**config.mk**
```make
export PLATFORM = sky130hd
export DESIGN_NAME = codec_control_regs_hw_mode
export DESIGN_NICKNAME = d
export VERILOG_FILES = /design/src/logic/codec_ctrl_pkg.sv /design/src/logic/codec_control_regs_hw_mode.sv
export VERILOG_INCLUDE_DIRS = /design/src /design/src/logic
export SDC_FILE = /design/constraint.sdc
export NUM_CORES = 1
export LEC_CHECK = 0
export BUFFER_PORTS_ARGS = -buffer_cell sky130_fd_sc_hd__buf_2
export CORE_MARGIN = 3
export CORE_UTILIZATION = 65
export CTS_BUF_LIST = sky130_fd_sc_hd__clkbuf_16
export CTS_CLUSTER_SIZE = 20
export DETAILED_ROUTE_END_ITERATION = 6
export GPL_ROUTABILITY_DRIVEN = 0
export MAX_ROUTING_LAYER = met4
export PLACE_DENSITY = 0.9
export SLEW_MARGIN = 20
export SYNTH_ARGS = -nofsm -noshare
export SYNTH_HDL_FRONTEND = slang
export SYNTH_SLANG_ARGS = --single-unit
```
**constraint.sdc**
```tcl
create_clock -name clk_sys_i -period 5.9 [get_ports clk_sys_i]
set_input_delay 0.295 -clock clk_sys_i [delete_from_list [all_inputs] [get_ports clk_sys_i]]
set_output_delay 0.295 -clock clk_sys_i [all_outputs]
set_load 0.02 [all_outputs]
```
**src/logic/codec_ctrl_defs.svh**
```systemverilog
// Offsets, field positions, reset values and strap defaults of the codec control bank
`ifndef CODEC_CTRL_DEFS_SVH
`define CODEC_CTRL_DEFS_SVH

`define REG_COUNT        36
`define REG_LAST         6'h23
`define OFF_PLL_A_INT    6'h02
`define OFF_PRI_TX_CLK   6'h0A
`define OFF_ZERO_FLAG    6'h10
`define OFF_MUTE_CTRL    6'h13
`define OFF_ADC_CTRL     6'h1D
`define OFF_PWR_MAIN     6'h32
`define OFF_PWR_AUX      6'h33
`define OFF_READBACK     6'h34

`define OFF_PLL_A_FRAC_LOW 6'h00
`define OFF_PLL_A_FRAC_MID 6'h01
`define OFF_PLL_A_SCALE    6'h03
`define OFF_PLL_B_FRAC_LOW 6'h04
`define OFF_PLL_B_FRAC_MID 6'h05
`define OFF_PLL_B_INT      6'h06
`define OFF_PLL_B_SCALE    6'h07
`define OFF_CLK_SEL        6'h08
`define OFF_PRI_RX_CLK     6'h09
`define OFF_SEC_CLK        6'h0B
`define OFF_PRI_RX_FMT     6'h0C
`define OFF_PRI_TX_FMT     6'h0D
`define OFF_SEC_FMT        6'h0E
`define OFF_DAC_SEL        6'h0F
`define OFF_DEEMPH         6'h11
`define OFF_OUT_PHASE      6'h12
`define OFF_ATTEN_D1L      6'h14
`define OFF_ATTEN_D1R      6'h15
`define OFF_ATTEN_D2L      6'h16
`define OFF_ATTEN_D2R      6'h17
`define OFF_ATTEN_D3L      6'h18
`define OFF_ATTEN_D3R      6'h19
`define OFF_ATTEN_D4L      6'h1A
`define OFF_ATTEN_D4R      6'h1B
`define OFF_ATTEN_MASTER   6'h1C
`define OFF_SPDIF_SRC      6'h1E
`define OFF_SPDIF_STAT0    6'h1F
`define OFF_SPDIF_CAT      6'h20
`define OFF_SPDIF_CHAN     6'h21
`define OFF_SPDIF_FREQ     6'h22
`define OFF_SPDIF_WLEN     6'h23

`define RST_PLL_A_FRAC_LOW 9'h121
`define RST_PLL_A_FRAC_MID 9'h17E
`define RST_PLL_A_INT      9'h07D
`define RST_PLL_A_SCALE    9'h014
`define RST_PLL_B_FRAC_LOW 9'h121
`define RST_PLL_B_FRAC_MID 9'h17E
`define RST_PLL_B_INT      9'h07D
`define RST_PLL_B_SCALE    9'h194
`define RST_CLK_SEL        9'h010
`define RST_PRI_RX_CLK     9'h002
`define RST_PRI_TX_CLK     9'h002
`define RST_SEC_CLK        9'h0C2
`define RST_PRI_RX_FMT     9'h18A
`define RST_PRI_TX_FMT     9'h08A
`define RST_SEC_FMT        9'h00A
`define RST_DAC_SEL        9'h0E4
`define RST_ZERO_FLAG      9'h009
`define RST_DEEMPH         9'h000
`define RST_OUT_PHASE      9'h0FF
`define RST_MUTE_CTRL      9'h000
`define RST_ATTEN          9'h0FF
`define RST_ADC_CTRL       9'h040
`define RST_SPDIF_SRC      9'h000
`define RST_SPDIF_STAT0    9'h000
`define RST_SPDIF_CAT      9'h000
`define RST_SPDIF_CHAN     9'h000
`define RST_SPDIF_FREQ     9'h031
`define RST_SPDIF_WLEN     9'h00B

`define FLD_RATE_LSB     0
`define FLD_BCLK_LSB     3
`define FLD_PWR_GLOBAL   0
`define FLD_PWR_ADC      1
`define FLD_PWR_DAC_LSB  2
`define FLD_PWR_ALL_DAC  6

`define RST_PWR_MAIN     9'h07E
`define RST_PWR_AUX      9'h03E
`define RST_READBACK     9'h000

`define FLD_PER_DAC_MUTE_PIN_DISABLE       7
`define FLD_ZERO_FLAG_DAC_SELECT_LSB     4
`define FLD_TXMS         5
`define FLD_CONTINUOUS_READBACK_ENABLE     3
`define FLD_RATE_256     3'h2
`define FLD_BCLK_64      2'h0

`endif

```
**src/logic/codec_ctrl_pkg.sv**
```systemverilog
// Types shared by the codec control bank
package codec_ctrl_pkg;
  typedef logic [8:0] reg_word_t;

  typedef struct packed {
    logic       master;
    logic [2:0] clock_ratio;
    logic [1:0] bclk_select;
  } tx_clocking_t;

  typedef struct packed {
    logic       write;
    logic       read;
    logic [5:0] addr;
    logic [8:0] wdata;
  } reg_access_t;

  typedef enum logic [0:0] {
    CTRL_SOFTWARE = 1'b0,
    CTRL_HARDWARE = 1'b1
  } ctrl_mode_t;
endpackage

```
**src/logic/codec_control_regs_hw_mode.sv**
```systemverilog
// Control register bank and hardware control mode pin logic
`timescale 1ns/10ps
`include "codec_ctrl_defs.svh"

module codec_control_regs_hw_mode
  import codec_ctrl_pkg::*;
#(
  parameter logic [8:0] ID_CODE_0   = 9'h0A5,
  parameter logic [8:0] ID_CODE_1   = 9'h05A,
  parameter logic [8:0] REVISION    = 9'h001,
  parameter int         DAC_COUNT   = 4
) (
  input  wire logic                 clk_sys_i,
  input  wire logic                 rst_n_i,
  input  wire logic                 hardware_mode_strap_i,
  input  wire reg_access_t          access_i,
  output      reg_word_t            rdata_o,
  output      logic                 rvalid_o,
  input  wire logic                 mute_pin_i,
  input  wire logic                 mute_pin_floating_i,
  output      logic                 mute_pin_o,
  output      logic                 mute_pin_oe_o,
  input  wire logic [DAC_COUNT-1:0] dac_zero_i,
  output      logic [DAC_COUNT-1:0] dac_soft_mute_o,
  input  wire logic                 serial_data_in_strap_i,
  output      tx_clocking_t         primary_tx_o,
  input  wire logic                 global_powerdown_pin_i,
  input  wire logic                 secondary_if_lr_clock_i,
  output      logic                 secondary_if_lr_clock_sel_o,
  output      logic                 general_output_seven_o,
  output      logic                 powerdown_all_o,
  output      logic [DAC_COUNT-1:0] dac_powerdown_o,
  output      reg_word_t            pwr_main_o,
  output      reg_word_t            pwr_aux_o,
  output      ctrl_mode_t           mode_o
);

  ////////////////////////////////////////////////////////////////////////////
  // Register file
  reg_word_t            bank [`REG_COUNT];
  reg_word_t            pwr_main;
  reg_word_t            pwr_aux;
  reg_word_t            readback;
  ctrl_mode_t           mode;
  reg_word_t            next_rdata;
  logic                 sw_mode;
  logic                 mute_req;
  logic [2:0]           zf_sel;
  logic                 mute_pin_disable;
  logic                 tx_master_bit;
  logic [2:0]           tx_ratio_bits;
  logic [1:0]           tx_bclk_bits;
  logic                 continuous_readback_enable;
  logic                 pwr_global;
  logic [DAC_COUNT-1:0] pwr_dac;
  logic                 pwr_all_dac;
  logic                 pwr_fully_down;
  logic                 id_window;

  function automatic logic in_bank(input logic [5:0] a);
    return a <= `REG_LAST;
  endfunction

  // Addresses past the bank have no default and never reach this
  function automatic reg_word_t reg_default(input logic [5:0] a);
    reg_word_t v;
    v = 9'h000;
    unique case (a)
      `OFF_PLL_A_FRAC_LOW: begin
        v = `RST_PLL_A_FRAC_LOW;
      end
      `OFF_PLL_A_FRAC_MID: begin
        v = `RST_PLL_A_FRAC_MID;
      end
      `OFF_PLL_A_INT: begin
        v = `RST_PLL_A_INT;
      end
      `OFF_PLL_A_SCALE: begin
        v = `RST_PLL_A_SCALE;
      end
      `OFF_PLL_B_FRAC_LOW: begin
        v = `RST_PLL_B_FRAC_LOW;
      end
      `OFF_PLL_B_FRAC_MID: begin
        v = `RST_PLL_B_FRAC_MID;
      end
      `OFF_PLL_B_INT: begin
        v = `RST_PLL_B_INT;
      end
      `OFF_PLL_B_SCALE: begin
        v = `RST_PLL_B_SCALE;
      end
      `OFF_CLK_SEL: begin
        v = `RST_CLK_SEL;
      end
      `OFF_PRI_RX_CLK: begin
        v = `RST_PRI_RX_CLK;
      end
      `OFF_PRI_TX_CLK: begin
        v = `RST_PRI_TX_CLK;
      end
      `OFF_SEC_CLK: begin
        v = `RST_SEC_CLK;
      end
      `OFF_PRI_RX_FMT: begin
        v = `RST_PRI_RX_FMT;
      end
      `OFF_PRI_TX_FMT: begin
        v = `RST_PRI_TX_FMT;
      end
      `OFF_SEC_FMT: begin
        v = `RST_SEC_FMT;
      end
      `OFF_DAC_SEL: begin
        v = `RST_DAC_SEL;
      end
      `OFF_ZERO_FLAG: begin
        v = `RST_ZERO_FLAG;
      end
      `OFF_DEEMPH: begin
        v = `RST_DEEMPH;
      end
      `OFF_OUT_PHASE: begin
        v = `RST_OUT_PHASE;
      end
      `OFF_MUTE_CTRL: begin
        v = `RST_MUTE_CTRL;
      end
      `OFF_ATTEN_D1L: begin
        v = `RST_ATTEN;
      end
      `OFF_ATTEN_D1R: begin
        v = `RST_ATTEN;
      end
      `OFF_ATTEN_D2L: begin
        v = `RST_ATTEN;
      end
      `OFF_ATTEN_D2R: begin
        v = `RST_ATTEN;
      end
      `OFF_ATTEN_D3L: begin
        v = `RST_ATTEN;
      end
      `OFF_ATTEN_D3R: begin
        v = `RST_ATTEN;
      end
      `OFF_ATTEN_D4L: begin
        v = `RST_ATTEN;
      end
      `OFF_ATTEN_D4R: begin
        v = `RST_ATTEN;
      end
      `OFF_ATTEN_MASTER: begin
        v = `RST_ATTEN;
      end
      `OFF_ADC_CTRL: begin
        v = `RST_ADC_CTRL;
      end
      `OFF_SPDIF_SRC: begin
        v = `RST_SPDIF_SRC;
      end
      `OFF_SPDIF_STAT0: begin
        v = `RST_SPDIF_STAT0;
      end
      `OFF_SPDIF_CAT: begin
        v = `RST_SPDIF_CAT;
      end
      `OFF_SPDIF_CHAN: begin
        v = `RST_SPDIF_CHAN;
      end
      `OFF_SPDIF_FREQ: begin
        v = `RST_SPDIF_FREQ;
      end
      `OFF_SPDIF_WLEN: begin
        v = `RST_SPDIF_WLEN;
      end
      default: begin
        v = 9'h000;
      end
    endcase
    return v;
  endfunction

  ////////////////////////////////////////////////////////////////////////////
  // Named fields of the control words
  assign zf_sel           = bank[`OFF_ZERO_FLAG][`FLD_ZERO_FLAG_DAC_SELECT_LSB +: 3];
  assign mute_pin_disable = bank[`OFF_MUTE_CTRL][`FLD_PER_DAC_MUTE_PIN_DISABLE];
  assign tx_master_bit    = bank[`OFF_PRI_TX_CLK][`FLD_TXMS];
  assign tx_ratio_bits    = bank[`OFF_PRI_TX_CLK][`FLD_RATE_LSB +: 3];
  assign tx_bclk_bits     = bank[`OFF_PRI_TX_CLK][`FLD_BCLK_LSB +: 2];
  assign continuous_readback_enable         = readback[`FLD_CONTINUOUS_READBACK_ENABLE];
  assign pwr_global       = pwr_main[`FLD_PWR_GLOBAL];
  assign pwr_dac          = pwr_main[`FLD_PWR_DAC_LSB +: DAC_COUNT];
  assign pwr_all_dac      = pwr_main[`FLD_PWR_ALL_DAC];
  // Fully down while the global bit is set or every block bit is set
  assign pwr_fully_down   = pwr_global | (&pwr_main[`FLD_PWR_ALL_DAC:`FLD_PWR_ADC]);
  assign id_window        = (access_i.addr <= `OFF_PLL_A_INT) && !continuous_readback_enable;

  // Mode is caught by a clocked process, so the strap can settle after reset
  // mode strap select
  always_ff @(posedge clk_sys_i) begin
    if (!rst_n_i) begin
      mode <= CTRL_SOFTWARE;
    end else begin
      mode <= hardware_mode_strap_i ? CTRL_HARDWARE : CTRL_SOFTWARE;
    end
  end
  assign sw_mode = (mode == CTRL_SOFTWARE);
  assign mode_o  = mode;

  genvar gi;
  generate
    for (gi = 0; gi < `REG_COUNT; gi++) begin : g_bank
      always_ff @(posedge clk_sys_i) begin
        if (!rst_n_i) begin
          bank[gi] <= reg_default(6'(gi));
        end else if (access_i.write && access_i.addr == 6'(gi)) begin
          bank[gi] <= access_i.wdata;
        end
      end
    end
  endgenerate

  // Powerdown and readback controls sit above the window of this bank
  // powered down at reset
  always_ff @(posedge clk_sys_i) begin
    if (!rst_n_i) begin
      pwr_main <= `RST_PWR_MAIN;
    end else if (access_i.write && access_i.addr == `OFF_PWR_MAIN) begin
      pwr_main <= access_i.wdata;
    end
  end

  always_ff @(posedge clk_sys_i) begin
    if (!rst_n_i) begin
      pwr_aux <= `RST_PWR_AUX;
    end else if (access_i.write && access_i.addr == `OFF_PWR_AUX) begin
      pwr_aux <= access_i.wdata;
    end
  end

  always_ff @(posedge clk_sys_i) begin
    if (!rst_n_i) begin
      readback <= `RST_READBACK;
    end else if (access_i.write && access_i.addr == `OFF_READBACK) begin
      readback <= access_i.wdata;
    end
  end

  ////////////////////////////////////////////////////////////////////////////
  // Readback
  // identity readback
  always_comb begin
    next_rdata = 9'h000;
    if (id_window) begin
      unique case (access_i.addr[1:0])
        2'h0:    next_rdata = ID_CODE_0;
        2'h1:    next_rdata = ID_CODE_1;
        default: next_rdata = REVISION;
      endcase
    end else if (in_bank(access_i.addr)) begin
      next_rdata = bank[access_i.addr];
    end else begin
      unique case (access_i.addr)
        `OFF_PWR_MAIN: next_rdata = pwr_main;
        `OFF_PWR_AUX:  next_rdata = pwr_aux;
        `OFF_READBACK: next_rdata = readback;
        default:       next_rdata = 9'h000;
      endcase
    end
  end

  // Read data holds until the next read
  always_ff @(posedge clk_sys_i) begin
    if (!rst_n_i) begin
      rdata_o <= 9'h000;
    end else if (access_i.read) begin
      rdata_o <= next_rdata;
    end
  end

  always_ff @(posedge clk_sys_i) begin
    if (!rst_n_i) begin
      rvalid_o <= 1'b0;
    end else begin
      rvalid_o <= access_i.read;
    end
  end

  ////////////////////////////////////////////////////////////////////////////
  // Mute pin and zero flag
  // A floating pin is an output, so its own level never mutes
  assign mute_req = mute_pin_i && !mute_pin_floating_i;

  always_ff @(posedge clk_sys_i) begin
    if (!rst_n_i) begin
      dac_soft_mute_o <= '0;
    end else begin
      for (int i = 0; i < DAC_COUNT; i++) begin
        if (!sw_mode) begin
          dac_soft_mute_o[i] <= mute_req;
        end else begin
          dac_soft_mute_o[i] <= mute_req && !mute_pin_disable && zf_sel == 3'(i);
        end
      end
    end
  end

  always_ff @(posedge clk_sys_i) begin
    if (!rst_n_i) begin
      mute_pin_oe_o <= 1'b0;
    end else begin
      mute_pin_oe_o <= mute_pin_floating_i;
    end
  end

  always_ff @(posedge clk_sys_i) begin
    if (!rst_n_i) begin
      mute_pin_o <= 1'b0;
    end else begin
      mute_pin_o <= &dac_zero_i;
    end
  end

  ////////////////////////////////////////////////////////////////////////////
  // Primary transmitter clocking
  // strap sets master
  always_ff @(posedge clk_sys_i) begin
    if (!rst_n_i) begin
      primary_tx_o <= '{master: 1'b0, clock_ratio: `FLD_RATE_256, bclk_select: `FLD_BCLK_64};
    end else if (!sw_mode) begin
      primary_tx_o <= '{master: serial_data_in_strap_i, clock_ratio: `FLD_RATE_256, bclk_select: `FLD_BCLK_64};
    end else begin
      primary_tx_o.master      <= tx_master_bit;
      primary_tx_o.clock_ratio <= tx_ratio_bits;
      primary_tx_o.bclk_select <= tx_bclk_bits;
    end
  end

  ////////////////////////////////////////////////////////////////////////////
  // Power control and multifunction pin seven
  // pin controls power
  always_ff @(posedge clk_sys_i) begin
    if (!rst_n_i) begin
      powerdown_all_o <= 1'b1;
    end else if (!sw_mode) begin
      powerdown_all_o <= global_powerdown_pin_i;
    end else begin
      powerdown_all_o <= pwr_fully_down;
    end
  end

  always_ff @(posedge clk_sys_i) begin
    if (!rst_n_i) begin
      dac_powerdown_o <= '1;
    end else if (!sw_mode) begin
      dac_powerdown_o <= {DAC_COUNT{global_powerdown_pin_i}};
    end else begin
      dac_powerdown_o <= pwr_dac | {DAC_COUNT{pwr_all_dac}};
    end
  end

  always_ff @(posedge clk_sys_i) begin
    if (!rst_n_i) begin
      secondary_if_lr_clock_sel_o <= 1'b0;
      general_output_seven_o      <= 1'b0;
    end else begin
      secondary_if_lr_clock_sel_o <= sw_mode;
      general_output_seven_o      <= sw_mode && secondary_if_lr_clock_i;
    end
  end

  assign pwr_main_o = pwr_main;
  assign pwr_aux_o  = pwr_aux;

endmodule

```
# After elaboration in Yosys (flattened, before gate mapping)
# Memory sizes are Yosys's and may differ from the RTL's.
# Index checks and enable logic that the tools add are counted.
# totals
n_memories,1
out_inout_bits,48
elab_cells,314
reg_bits,57
mem_bits_rw,324
input_bits,29
# op_classes
n_lt_le_gt_ge,2
n_reduce_logical,56
bitwise_logic,40
mux,157
eq_ne,42
# mem_list
name,depth,word_bits,read_ports,rd_clocked_by_memory_dff,write_ports,line_no,text
bank,36,9,4,0,36,codec_control_regs_hw_mode.sv:40,reg_word_t bank [`REG_COUNT];
# ops
cell,n
9-bit 2-to-1 mux,38
1-bit 2-to-1 mux,115
"6-bit by 5-bit == test with 1-bit output, second input constant",16
"6-bit by 4-bit == test with 1-bit output, second input constant",8
1-bit logical AND,47
"6-bit == test, second input constant",7
1-bit OR,37
9-bit case mux with 3 select lines,1
"6-bit by 3-bit == test with 1-bit output, second input constant",4
8-bit case mux with 2 select lines,1
"6-bit by 2-bit == test with 1-bit output, second input constant",2
"3-bit by 2-bit == test with 1-bit output, second input constant",2
"6-bit by 1-bit == test with 1-bit output, second input constant",1
"6-bit by 2-bit <= comparator with 1-bit output, second input constant",1
"6-bit <= comparator, second input constant",1
6-bit zero test,1
6-bit 2-to-1 mux,1
6-bit AND reduction,1
4-bit 2-to-1 mux,1
4-bit OR,1
4-bit AND reduction,1
"3-bit by 1-bit == test with 1-bit output, second input constant",1
1-bit zero test,3
3-bit zero test,1
4 further kinds,5

# Logic depth before layout (Yosys ltp)
# Gate-level depths: netlist of the first run.
# depth
depth_word,6
mapped_depth,8
mapped_depth_nobuf,5

# Worst setup path before layout of the first run
# Ideal clock, no wire load.
# synth_path
kind,input to register
from,input access_i[9] (netlist name)
to,memory bank[18][0] (netlist name) (enable)
cell_stages,5
n_path_buf,3
path_slack_ns,3.527
arrival_ns,1.986
t_required_ns,5.513
setup_ns,0.387
cell_sequence,buf_6 or4b_1 buf_2 clkbuf_1 o21ai_0
# synth_rtl
element,line_no,text
from (decl),codec_control_regs_hw_mode.sv:16,"input wire reg_access_t access_i,"
to (decl),codec_control_regs_hw_mode.sv:40,

# Final worst setup path of the first run
# layout_path
from,input access_i[9] (netlist name)
to,"register pwr_aux[2], in the netlist pwr_aux_o[2]"
# layout_via
elab_chain_cells,2
# layout_lines
element,line_no,text
6-bit == test,--,
1-bit logical AND (no line),--,
to (signal assigned),codec_control_regs_hw_mode.sv:236,pwr_aux <= `RST_PWR_AUX;
to (signal assigned),codec_control_regs_hw_mode.sv:238,pwr_aux <= access_i.wdata;
to (decl),codec_control_regs_hw_mode.sv:42,reg_word_t pwr_aux;
# Every way passes these cells.
# A chain may end at the register's enable or synchronous reset.

==> results of run 1 <==
-- worst register-to-register path: stages (launching register included) --
cell	delay, ns
edfxtp_1	0.38
mux4_2	0.48
a22oi_1	0.43
nand3_1	0.28
a21o_1	0.23
-- path summary, 6_finish.rpt --
| check | startpoint | to | slack [ns] | cells past startpoint |
|---|---|---|---|---|
| setup / recovery | access_i[9] | pwr_aux_o[2] | 2.50 | 6 |
| hold / removal | dac_zero_i[0] | mute_pin_o | 0.02 | 3 |
| setup reg to reg | bank[4][6] | rdata_o[6] | 4.01 | 4 |
| hold reg to reg | readback[1] | readback[1] | 0.46 | 2 |
-- report_power, final --
group	internal (mW)	total, mW	leakage [nW]	switching, mW
clock	1.28	2.29	0.617	1.01
combinational	0.144	0.467	2.22	0.324
sequential	3.05	3.10	3.63	0.0530
total	4.47	5.86	6.46	1.39
-- stage by stage --
step,hold slack (ns),instances,setup WS (ns)
2_1_floorplan,0.4167,1361,3.527
3_3_place_gp,0.4398,1651,2.381
3_5_place_dp,0.4521,1651,2.234
4_1_cts,0.01128,1725,2.782
5_1_grt,0.01950,1727,2.284
6_report,0.01651,1727,2.498
-- per-layer routing --
layer	vias to the layer above	wire length [um]	global-route usage (%)
met5	-	0	-
met4	0	2143	12.87
met3	218	6573	7.384
met2	1128	21920	49.84
met1	5899	15750	43.75
li1	5109	-	-
-- registers in the layout, summed over array words and instances (netlist names) --
signal and count:
pwr_aux_o 9, mute_pin_oe_o 1, pwr_main_o 9, general_output_seven_o 1, dac_powerdown_o 4, readback 9
mute_pin_o 1, rdata_o 9, primary_tx_o 6, bank 324, dac_soft_mute_o 4, mode_o 1
rvalid_o 1, secondary_if_lr_clock_sel_o 1, powerdown_all_o 1
-- cell families after synthesis --
kind of cell	after synthesis
DFF	381
AOI/OAI and AO/OA	151
buffers and inverters	142
muxes	120
and+or+nand+nor	567
-- final cells by class --
type / instances / area (um^2) / area share (%)
tap: 335 / 419.2 / 2.211
timing repair buffer: 97 / 559.3 / 2.950
clock buffer: 42 / 1051 / 5.544
inverter: 6 / 22.52 / 0.1188
multi-input combinational: 838 / 5913 / 31.19
sequential: 381 / 10870 / 57.34
antenna: 1 / 2.502 / 0.01320
clock inverter: 27 / 118.9 / 0.6270
-- layout by cell type (no fill, tap or decap), types with 35 or more instances in the layout --
master,netlist,final
edfxtp_1,324,324
mux2i_1,73,73
or3_1,124,124
nor3_1,71,71
a21oi_1,35,35
dfxtp_1,57,57
mux4_2,44,44
nand2_1,88,88
nand3_1,73,73
nor2_1,38,37
and2_1,111,111
buf_2,27,74
clkbuf_16,0,42
a22oi_1,40,40
==> results.py, run 1 <==
metrics = {
    "clocking": {
        "ctsHoldBuffers": 5,
        "cts_tree": "yes",
        "cts_buffer_depth": 3,
        "cts_resized": 0,
        "h-tree-depth": 2,
        "clkLatencyLatePin_ns": 0.54,
        "clk_pin_slew_ns": 0.07,
        "numClockSinks": 381,
        "postCtsSetupRepairBufs": 0,
        "cts-root-buf": "clkbuf_16",
        "cts_buffers": 38,
    },
    "synthesis": {
        "synthTopCellsByArea": "edfxtp_1 56%, dfxtp_1 6.5%, mux4_2 5.7%",
        "syn_area_um2": 17430,
        "yosys.cell_count.top_type": "edfxtp_1",
        "synth_nets": 1390,
        "synth_top_family_by_area": "simple AND/OR/NAND/NOR gates",
        "synth-compound-area-share_pct": 5.543,
        "async_reset_ff_share_pct": 0,
        "yosys_register_bits": 381,
        "synth_xor_area_share_pct": 0,
        "ys_warn_count": 0,
        "synth_top_cells_by_count": "324 x edfxtp_1, 124 x or3_1, 111 x and2_1",
        "synth_edf_count": 324,
        "syn-instance-count": 1361,
        "yosys.area.top_type": "edfxtp_1",
        "synthFlopType": "edfxtp_1",
        "synth_adder_area_share_pct": 0,
        "avgSynthCellArea_um2": 12.80,
        "ys_seq_area_share_pct": 62.38,
        "synth_top_area_share_pct": 55.83,
        "synth_cell_type_count": 57,
        "synthSimpleGateAreaFrac_pct": 18.04,
        "synthMuxAreaShare_pct": 10.25,
    },
    "detailed_routing": {
        "avgRoutedWirePerCell_um": 26.86,
        "drc": 6,
        "vias": 12350,
        "wirelength_um": 46390,
        "drt_iter0_drc": 2462,
        "vias_per_cell": 7.153,
        "ant_nets": 0,
        "first_pass_iters": 7,
    },
    "die": {
        "start_util_pct": 66.50,
        "fp.dieH_um": 169.7,
        "rows": 59,
        "coreArea_um2": 26210,
        "die_area_um2": 28810,
        "die_w_um": 169.7,
        "ioPinCount": 77,
    },
    "worst_setup_path": {
        "crit_family": "simple AND/OR/NAND/NOR gates",
        "max_stage_delay_ns": 1.15,
        "critPathRequiredTime_ns": 6.28,
        "crit_top_cell": "nand2_1",
        "cp-end-kind": "flop",
        "start_kind": "input pin",
        "path_class": "input pin to flop",
        "cp.arrival_ns": 3.79,
        "path_cells": "buf_4 > nand4bb_1 > nor2_1 > nand2_1 > nand2_1 > nand3_1",
        "crit_buf_inv": 1,
        "critPathSlowestCell": "nor2_1",
        "critPathMaxFanout": 45,
    },
    "timing": {
        "fin_tns_setup_ns": 0,
        "rsz0062_at_grt": "false",
        "max_freq_mhz": 293.9,
        "slew_viol_final": 0,
        "setup_viol": 0,
        "hold_viol": 0,
        "slew-limit-headroom_pct": 22.43,
        "skew_ns": 0.01868,
        "fin_crit_sh_pct": 57.67,
        "worst_pin_slew_ns": 1.157,
        "fin_crit_ns": 3.402,
    },
    "global_routing": {
        "grt_pass1_vias": 11850,
        "grt_first_pass_wirelength_um": 69320,
        "grt_overflow": 0,
        "track_usage_pct": 32.80,
        "antenna_found_initial": 1,
        "grt_max_degree": 67,
    },
    "finish": {
        "drive_above_1_share_pct": 15.46,
        "finalNetCount": 1391,
        "area_delta_synth_final_pct": 8.781,
        "fillers": 1567,
        "final_area_um2": 18960,
        "final_util_pct": 72.34,
    },
    "run_status": {
        "violations": "DRC",
        "status": "finished, violations left",
    },
    "pwr": {
        "p_total_mw": 5.858,
        "power.leakage_nw": 6.463,
        "power_density_nw_per_um2": 309.0,
        "vdd_drop_max_mv": 0.2713,
    },
    "place": {
        "io_buffers": 76,
        "hpwl_um": 27760,
        "placed_cell_area_um2": 17720,
    },
    "hold_path": {
        "hold_class": "input pin to flop",
    },
    "job": {
        "max-cap-violations": 0,
    },
}
Power figures use the tool's default switching activity.
==> run 2, diff against run 1 <==
--- a/config.mk
+++ b/config.mk
@@ -8,13 +8,13 @@
 export LEC_CHECK = 0
 export BUFFER_PORTS_ARGS = -buffer_cell sky130_fd_sc_hd__buf_2
 export CORE_MARGIN = 3
-export CORE_UTILIZATION = 65
+export CORE_UTILIZATION = 62
 export CTS_BUF_LIST = sky130_fd_sc_hd__clkbuf_16
 export CTS_CLUSTER_SIZE = 20
 export DETAILED_ROUTE_END_ITERATION = 6
 export GPL_ROUTABILITY_DRIVEN = 0
 export MAX_ROUTING_LAYER = met4
-export PLACE_DENSITY = 0.9
+export PLACE_DENSITY = 0.86
 export SLEW_MARGIN = 20
 export SYNTH_ARGS = -nofsm -noshare
 export SYNTH_HDL_FRONTEND = slang
==> constraint.sdc (replaced) <==
create_clock -name clk_sys_i -period 3.21 [get_ports clk_sys_i]
set_input_delay 0.1605 -clock clk_sys_i [delete_from_list [all_inputs] [get_ports clk_sys_i]]
set_output_delay 0.1605 -clock clk_sys_i [all_outputs]
set_load 0.02 [all_outputs]
==> results.py, run 2 (same netlist as run 1, synthesis figures left out) <==
metrics = {
    "timing": {
        "skew_ns": 0.02584,
        "slew-limit-headroom_pct": 20.44,
        "setup_viol": 0,
        "setup_slack_ns": 1.112,
        "slew_viol_final": 0,
        "fin_crit_ns": 2.098,
        "fin_tns_setup_ns": 0,
        "fin_crit_sh_pct": 65.36,
        "hold_viol": 0,
        "rsz0062_at_grt": "false",
        "worst_pin_slew_ns": 1.192,
        "whs_ns": 0.03090,
        "max_freq_mhz": 476.6,
    },
    "finish": {
        "finalNetCount": 1447,
        "fillers": 1652,
        "most-common-layout-cells": "324 x edfxtp_1, 124 x or3_1, 111 x and2_1, 88 x nand2_1, 74 x buf_2",
        "regMostFlops": "bank",
        "largest_reg_flops": 324,
        "stdcell_count": 1817,
        "final_area_um2": 19610,
        "final_common_cell": "edfxtp_1",
        "area_delta_synth_final_pct": 12.54,
        "drive_above_1_share_pct": 18.55,
        "num_antenna_cells": 0,
    },
    "worst_setup_path": {
        "crit_buf_inv": 2,
        "cp-startpoint": "access_i[14]",
        "r2r-start": "bank[14][5]",
        "reg2reg_to": "rdata_o[5]",
        "start_kind": "input pin",
        "r2r_slack_ns": 1.40,
        "cp.arrival_ns": 2.35,
        "critPathMaxFanout": 69,
        "cp_num_cells": 6,
        "endpoint": "bank[4][8]",
        "max_stage_delay_ns": 0.69,
        "path_class": "input pin to flop",
        "critPathSlowestCell": "or3b_1",
        "r2r_cells": 5,
        "crit_family": "simple AND/OR/NAND/NOR gates",
        "cp-end-kind": "flop",
        "path_cells": "buf_2 > or3b_1 > or2_2 > buf_12 > nor2_2 > nand2_1",
        "critPathRequiredTime_ns": 3.46,
    },
    "clocking": {
        "numClockSinks": 381,
        "clk_pin_slew_ns": 0.06,
        "cts_buffer_depth": 3,
        "h-tree-depth": 2,
        "clkLatencyLatePin_ns": 0.54,
        "cts-root-buf": "clkbuf_16",
        "cts_buffers": 39,
        "cts_tree": "yes",
    },
    "place": {
        "placed_cell_area_um2": 18190,
        "io_buffers": 76,
        "place_inst": 1741,
        "hpwl_um": 29120,
        "dp_slack_ns": 0.6523,
    },
    "die": {
        "die_w_um": 173.7,
        "rows": 60,
        "coreArea_um2": 27250,
        "start_util_pct": 63.95,
        "ioPinCount": 77,
        "die_area_um2": 30160,
        "fp.dieH_um": 173.7,
    },
    "detailed_routing": {
        "wirelength_um": 46790,
        "avgRoutedWirePerCell_um": 25.75,
        "ant_nets": 0,
        "vias": 12420,
        "drc": 0,
        "vias_per_cell": 6.833,
        "drt_iter0_drc": 2236,
        "first_pass_iters": 7,
    },
    "pwr": {
        "power.leakage_nw": 6.801,
        "vdd_drop_max_mv": 0.5913,
        "power_density_nw_per_um2": 577.8,
    },
    "hold_path": {
        "hp-start": "mute_pin_i",
        "hold_class": "input pin to flop",
    },
    "global_routing": {
        "antenna_found_initial": 2,
        "track_usage_pct": 31.57,
        "grt_overflow": 0,
        "grt_max_degree": 74,
        "grt_pass1_vias": 12120,
        "grt_first_pass_wirelength_um": 71560,
    },
    "run_status": {
        "status": "finished clean",
    },
    "job": {
        "max-cap-violations": 0,
    },
}
## run 2: worst register-to-register path, stage by stage, from the launching register on
cell	delay [ns]
edfxtp_1	0.40
mux4_2	0.51
a22oi_1	0.22
nand2_1	0.16
a21oi_1	0.29
o21ai_0	0.13
## run 2: worst min path at each step
stage | endpoint | slack, ns | depth (start not counted)
floorplan | general_output_seven_o | 0.28 | 1
finish | dac_soft_mute_o[1] | 0.03 | 3
global placement | general_output_seven_o | 0.36 | 2
detailed placement | general_output_seven_o | 0.37 | 2
CTS | readback[0] | 0.008 | 3
global route | rvalid_o | 0.03 | 3
## run 2: report_power, final
part | internal, mW | switching (mW)
Sequential | 5.60 | 0.0936
Combinational | 0.304 | 0.597
Clock | 2.85 | 1.89
## run 2: layout make-up
cell class	count	area [um^2]	area share, %
clock buffer	42	1051	5.359
inverter	6	22.52	0.1148
multi-input combinational	838	5896	30.06
tap	372	465.4	2.373
clock inverter	26	290.3	1.480
sequential	381	10870	55.43
timing repair buffer	152	1017	5.187
## run 2: per-layer routing
layer	global-route usage (%)	wire length [um]	share of wire (%)	up-vias
li1	-	-	-	5223
met1	41.74	16110	34	5996
met2	49.47	22540	48	1014
met3	6.001	6252	13	183
met4	11.63	1887	4.0	0
met5	-	0	0	-
## run 2: what timing repair did
action | 4_1_cts | 5_1_grt
gates resized for setup | 0 | 0
endpoints found under the hold margin | 10 | 0
setup buffers | 0 | 0
hold buffers | 8 | 0
## run 2: per-stage QoR
step	utilization [%]	total power [mW]
2_1_floorplan	-	6.309
3_3_place_gp	66.75	6.621
3_5_place_dp	66.75	6.654
4_1_cts	71.97	11.31
5_1_grt	71.97	11.60
6_report	71.97	11.33
==> run 3, diff against run 2 <==
--- a/config.mk
+++ b/config.mk
@@ -8,13 +8,13 @@
 export LEC_CHECK = 0
 export BUFFER_PORTS_ARGS = -buffer_cell sky130_fd_sc_hd__buf_2
 export CORE_MARGIN = 3
-export CORE_UTILIZATION = 62
+export CORE_UTILIZATION = 56
 export CTS_BUF_LIST = sky130_fd_sc_hd__clkbuf_16
 export CTS_CLUSTER_SIZE = 20
 export DETAILED_ROUTE_END_ITERATION = 6
 export GPL_ROUTABILITY_DRIVEN = 0
 export MAX_ROUTING_LAYER = met4
-export PLACE_DENSITY = 0.86
+export PLACE_DENSITY = 0.82
 export SLEW_MARGIN = 20
 export SYNTH_ARGS = -nofsm -noshare
 export SYNTH_HDL_FRONTEND = slang
==> constraint.sdc (replaced) <==
create_clock -name clk_sys_i -period 1.7 [get_ports clk_sys_i]
set_input_delay 0.085 -clock clk_sys_i [delete_from_list [all_inputs] [get_ports clk_sys_i]]
set_output_delay 0.085 -clock clk_sys_i [all_outputs]
set_load 0.02 [all_outputs]
==> results.py, run 3 (same netlist as run 1, synthesis figures left out) <==
metrics = {
    "run_status": {
        "status": "finished clean",
    },
    "die": {
        "fp.dieH_um": 182.4,
        "ioPinCount": 77,
        "die_area_um2": 33270,
        "die_w_um": 182.4,
        "rows": 63,
        "start_util_pct": 57.72,
        "coreArea_um2": 30190,
    },
    "worst_setup_path": {
        "crit_top_cell": "a21oi_1",
        "max_stage_delay_ns": 0.54,
        "cp.arrival_ns": 2.10,
        "r2r_slack_ns": 0.02,
        "reg2reg_to": "rdata_o[2]",
        "r2r-start": "bank[15][2]",
        "start_kind": "flop",
        "endpoint": "rdata_o[2]",
        "cp-end-kind": "flop",
        "critPathRequiredTime_ns": 2.11,
        "path_cells": "mux4_2 > a21oi_1 > nand2_1 > a21oi_1 > o21ai_0",
        "cp-startpoint": "bank[15][2]",
        "path_class": "flop to flop",
        "r2r_cells": 5,
        "critPathMaxFanout": 1,
        "critPathSlowestCell": "mux4_2",
    },
    "timing": {
        "skew_ns": 0.02582,
        "setup_viol": 0,
        "fin_crit_sh_pct": 99.06,
        "rsz0062_at_grt": "true",
        "fin_crit_ns": 1.684,
        "slew_viol_final": 0,
        "setup_slack_ns": 0.01600,
        "hold_viol": 0,
        "worst_pin_slew_ns": 0.9539,
        "slew-limit-headroom_pct": 36.41,
        "whs_ns": 0.01382,
        "fin_tns_setup_ns": 0,
        "max_freq_mhz": 593.8,
    },
    "global_routing": {
        "grt_max_degree": 96,
        "antenna_found_initial": 3,
        "grt_overflow": 0,
        "grt_first_pass_wirelength_um": 75760,
        "globalRouteMet2Util_pct": 48.16,
        "grt.busiest_layer": "met2",
        "grt_util_met3_pct": 5.860,
        "track_usage_pct": 30.50,
        "grt_use_met1_pct": 39.28,
        "grt_pass1_vias": 12820,
    },
    "detailed_routing": {
        "vias": 12760,
        "drt_iter0_drc": 1835,
        "ant_nets": 0,
        "drc": 0,
        "avgRoutedWirePerCell_um": 25.15,
        "first_pass_iters": 6,
        "wirelength_um": 48820,
        "vias_per_cell": 6.575,
    },
    "place": {
        "hpwl_um": 31810,
        "io_buffers": 76,
        "placed_cell_area_um2": 19420,
        "dp_slack_ns": -0.3030,
        "place_inst": 1859,
    },
    "finish": {
        "area_delta_synth_final_pct": 19.41,
        "final_common_cell": "edfxtp_1",
        "drive_above_1_share_pct": 25.52,
        "regMostFlops": "bank",
        "finalNetCount": 1549,
        "final_area_um2": 20810,
        "most-common-layout-cells": "324 x edfxtp_1, 141 x buf_4, 124 x or3_1, 111 x and2_1, 87 x nand2_1",
        "largest_reg_flops": 324,
        "final_util_pct": 68.93,
        "stdcell_count": 1941,
    },
    "clocking": {
        "clkLatencyLatePin_ns": 0.53,
        "postCtsSetupRepairBufs": 0,
        "clk_pin_slew_ns": 0.07,
        "cts_buffer_depth": 3,
        "cts-root-buf": "clkbuf_16",
        "cts_tree": "yes",
        "cts_buffers": 38,
        "numClockSinks": 381,
        "h-tree-depth": 2,
    },
    "pwr": {
        "seqPwrFrac_pct": 51.3,
        "power.leakage_nw": 7.410,
        "p_total_mw": 21.01,
        "p_clk_share_pct": 39.3,
        "p_comb_share_pct": 9.5,
        "p_sw_share_pct": 23.23,
        "power_density_nw_per_um2": 1010,
        "netSwitchingPower_mw": 4.882,
        "internal_power_mw": 16.13,
        "vdd_drop_max_mv": 1.022,
    },
    "job": {
        "max-cap-violations": 0,
    },
    "hold_path": {
        "hold_class": "input pin to flop",
    },
}
## run 3: worst min path at each step
| stage | startpoint | to | slack [ns] | cells past startpoint |
|---|---|---|---|---|
| floorplan | secondary_if_lr_clock_i | general_output_seven_o | 0.21 | 1 |
| global placement | secondary_if_lr_clock_i | general_output_seven_o | 0.29 | 2 |
| detailed placement | secondary_if_lr_clock_i | general_output_seven_o | 0.30 | 2 |
| CTS | access_i[16] | readback[0] | 0.002 | 4 |
| global route | access_i[16] | readback[3] | 0.02 | 4 |
| finish | access_i[16] | readback[0] | 0.01 | 4 |
## run 3: power groups by stage
stage,clock (mW),combinational (mW),sequential (mW)
after floorplan,0,1.04,10.9
after global placement,0,1.83,10.9
after detailed placement,0,1.89,11.0
after CTS,8.27,1.94,10.8
after global routing,8.70,2.08,10.8
final,8.25,1.99,10.8
## run 3: final cells by class
class	count	area, um^2
Sequential cell	381	10870
Fill cell	1900	9380
Multi-Input combinational cell	838	6101
Timing Repair Buffer	255	2111
Clock buffer	39	975.9
Tap cell	390	488.0
Clock inverter	29	234.0
Inverter	6	22.52
Antenna cell	3	7.507
## run 3: routing by layer
metal | vias up | part of all wire [%]
met5 | - | 0
li1 | 5441 | -
met2 | 960 | 50
met3 | 203 | 11
met4 | 0 | 4.2
met1 | 6159 | 35
## run 3: worst max-delay path: cells and delay by family, from the launching register on
| family | cells | cell delay [ns] |
|---|---|---|
| multiplexers | 1 | 0.54 |
| AND/OR/NAND/NOR | 1 | 0.08 |
| flip-flops | 1 | 0.42 |
| AO/OA/AOI/OAI | 3 | 0.55 |
## run 3: repair_timing
action,in CTS,in global routing
resized for setup,7,10
pin swaps,4,5
setup endpoints to repair,5,5
hold buffers,11,0
hold endpoints to repair,19,0
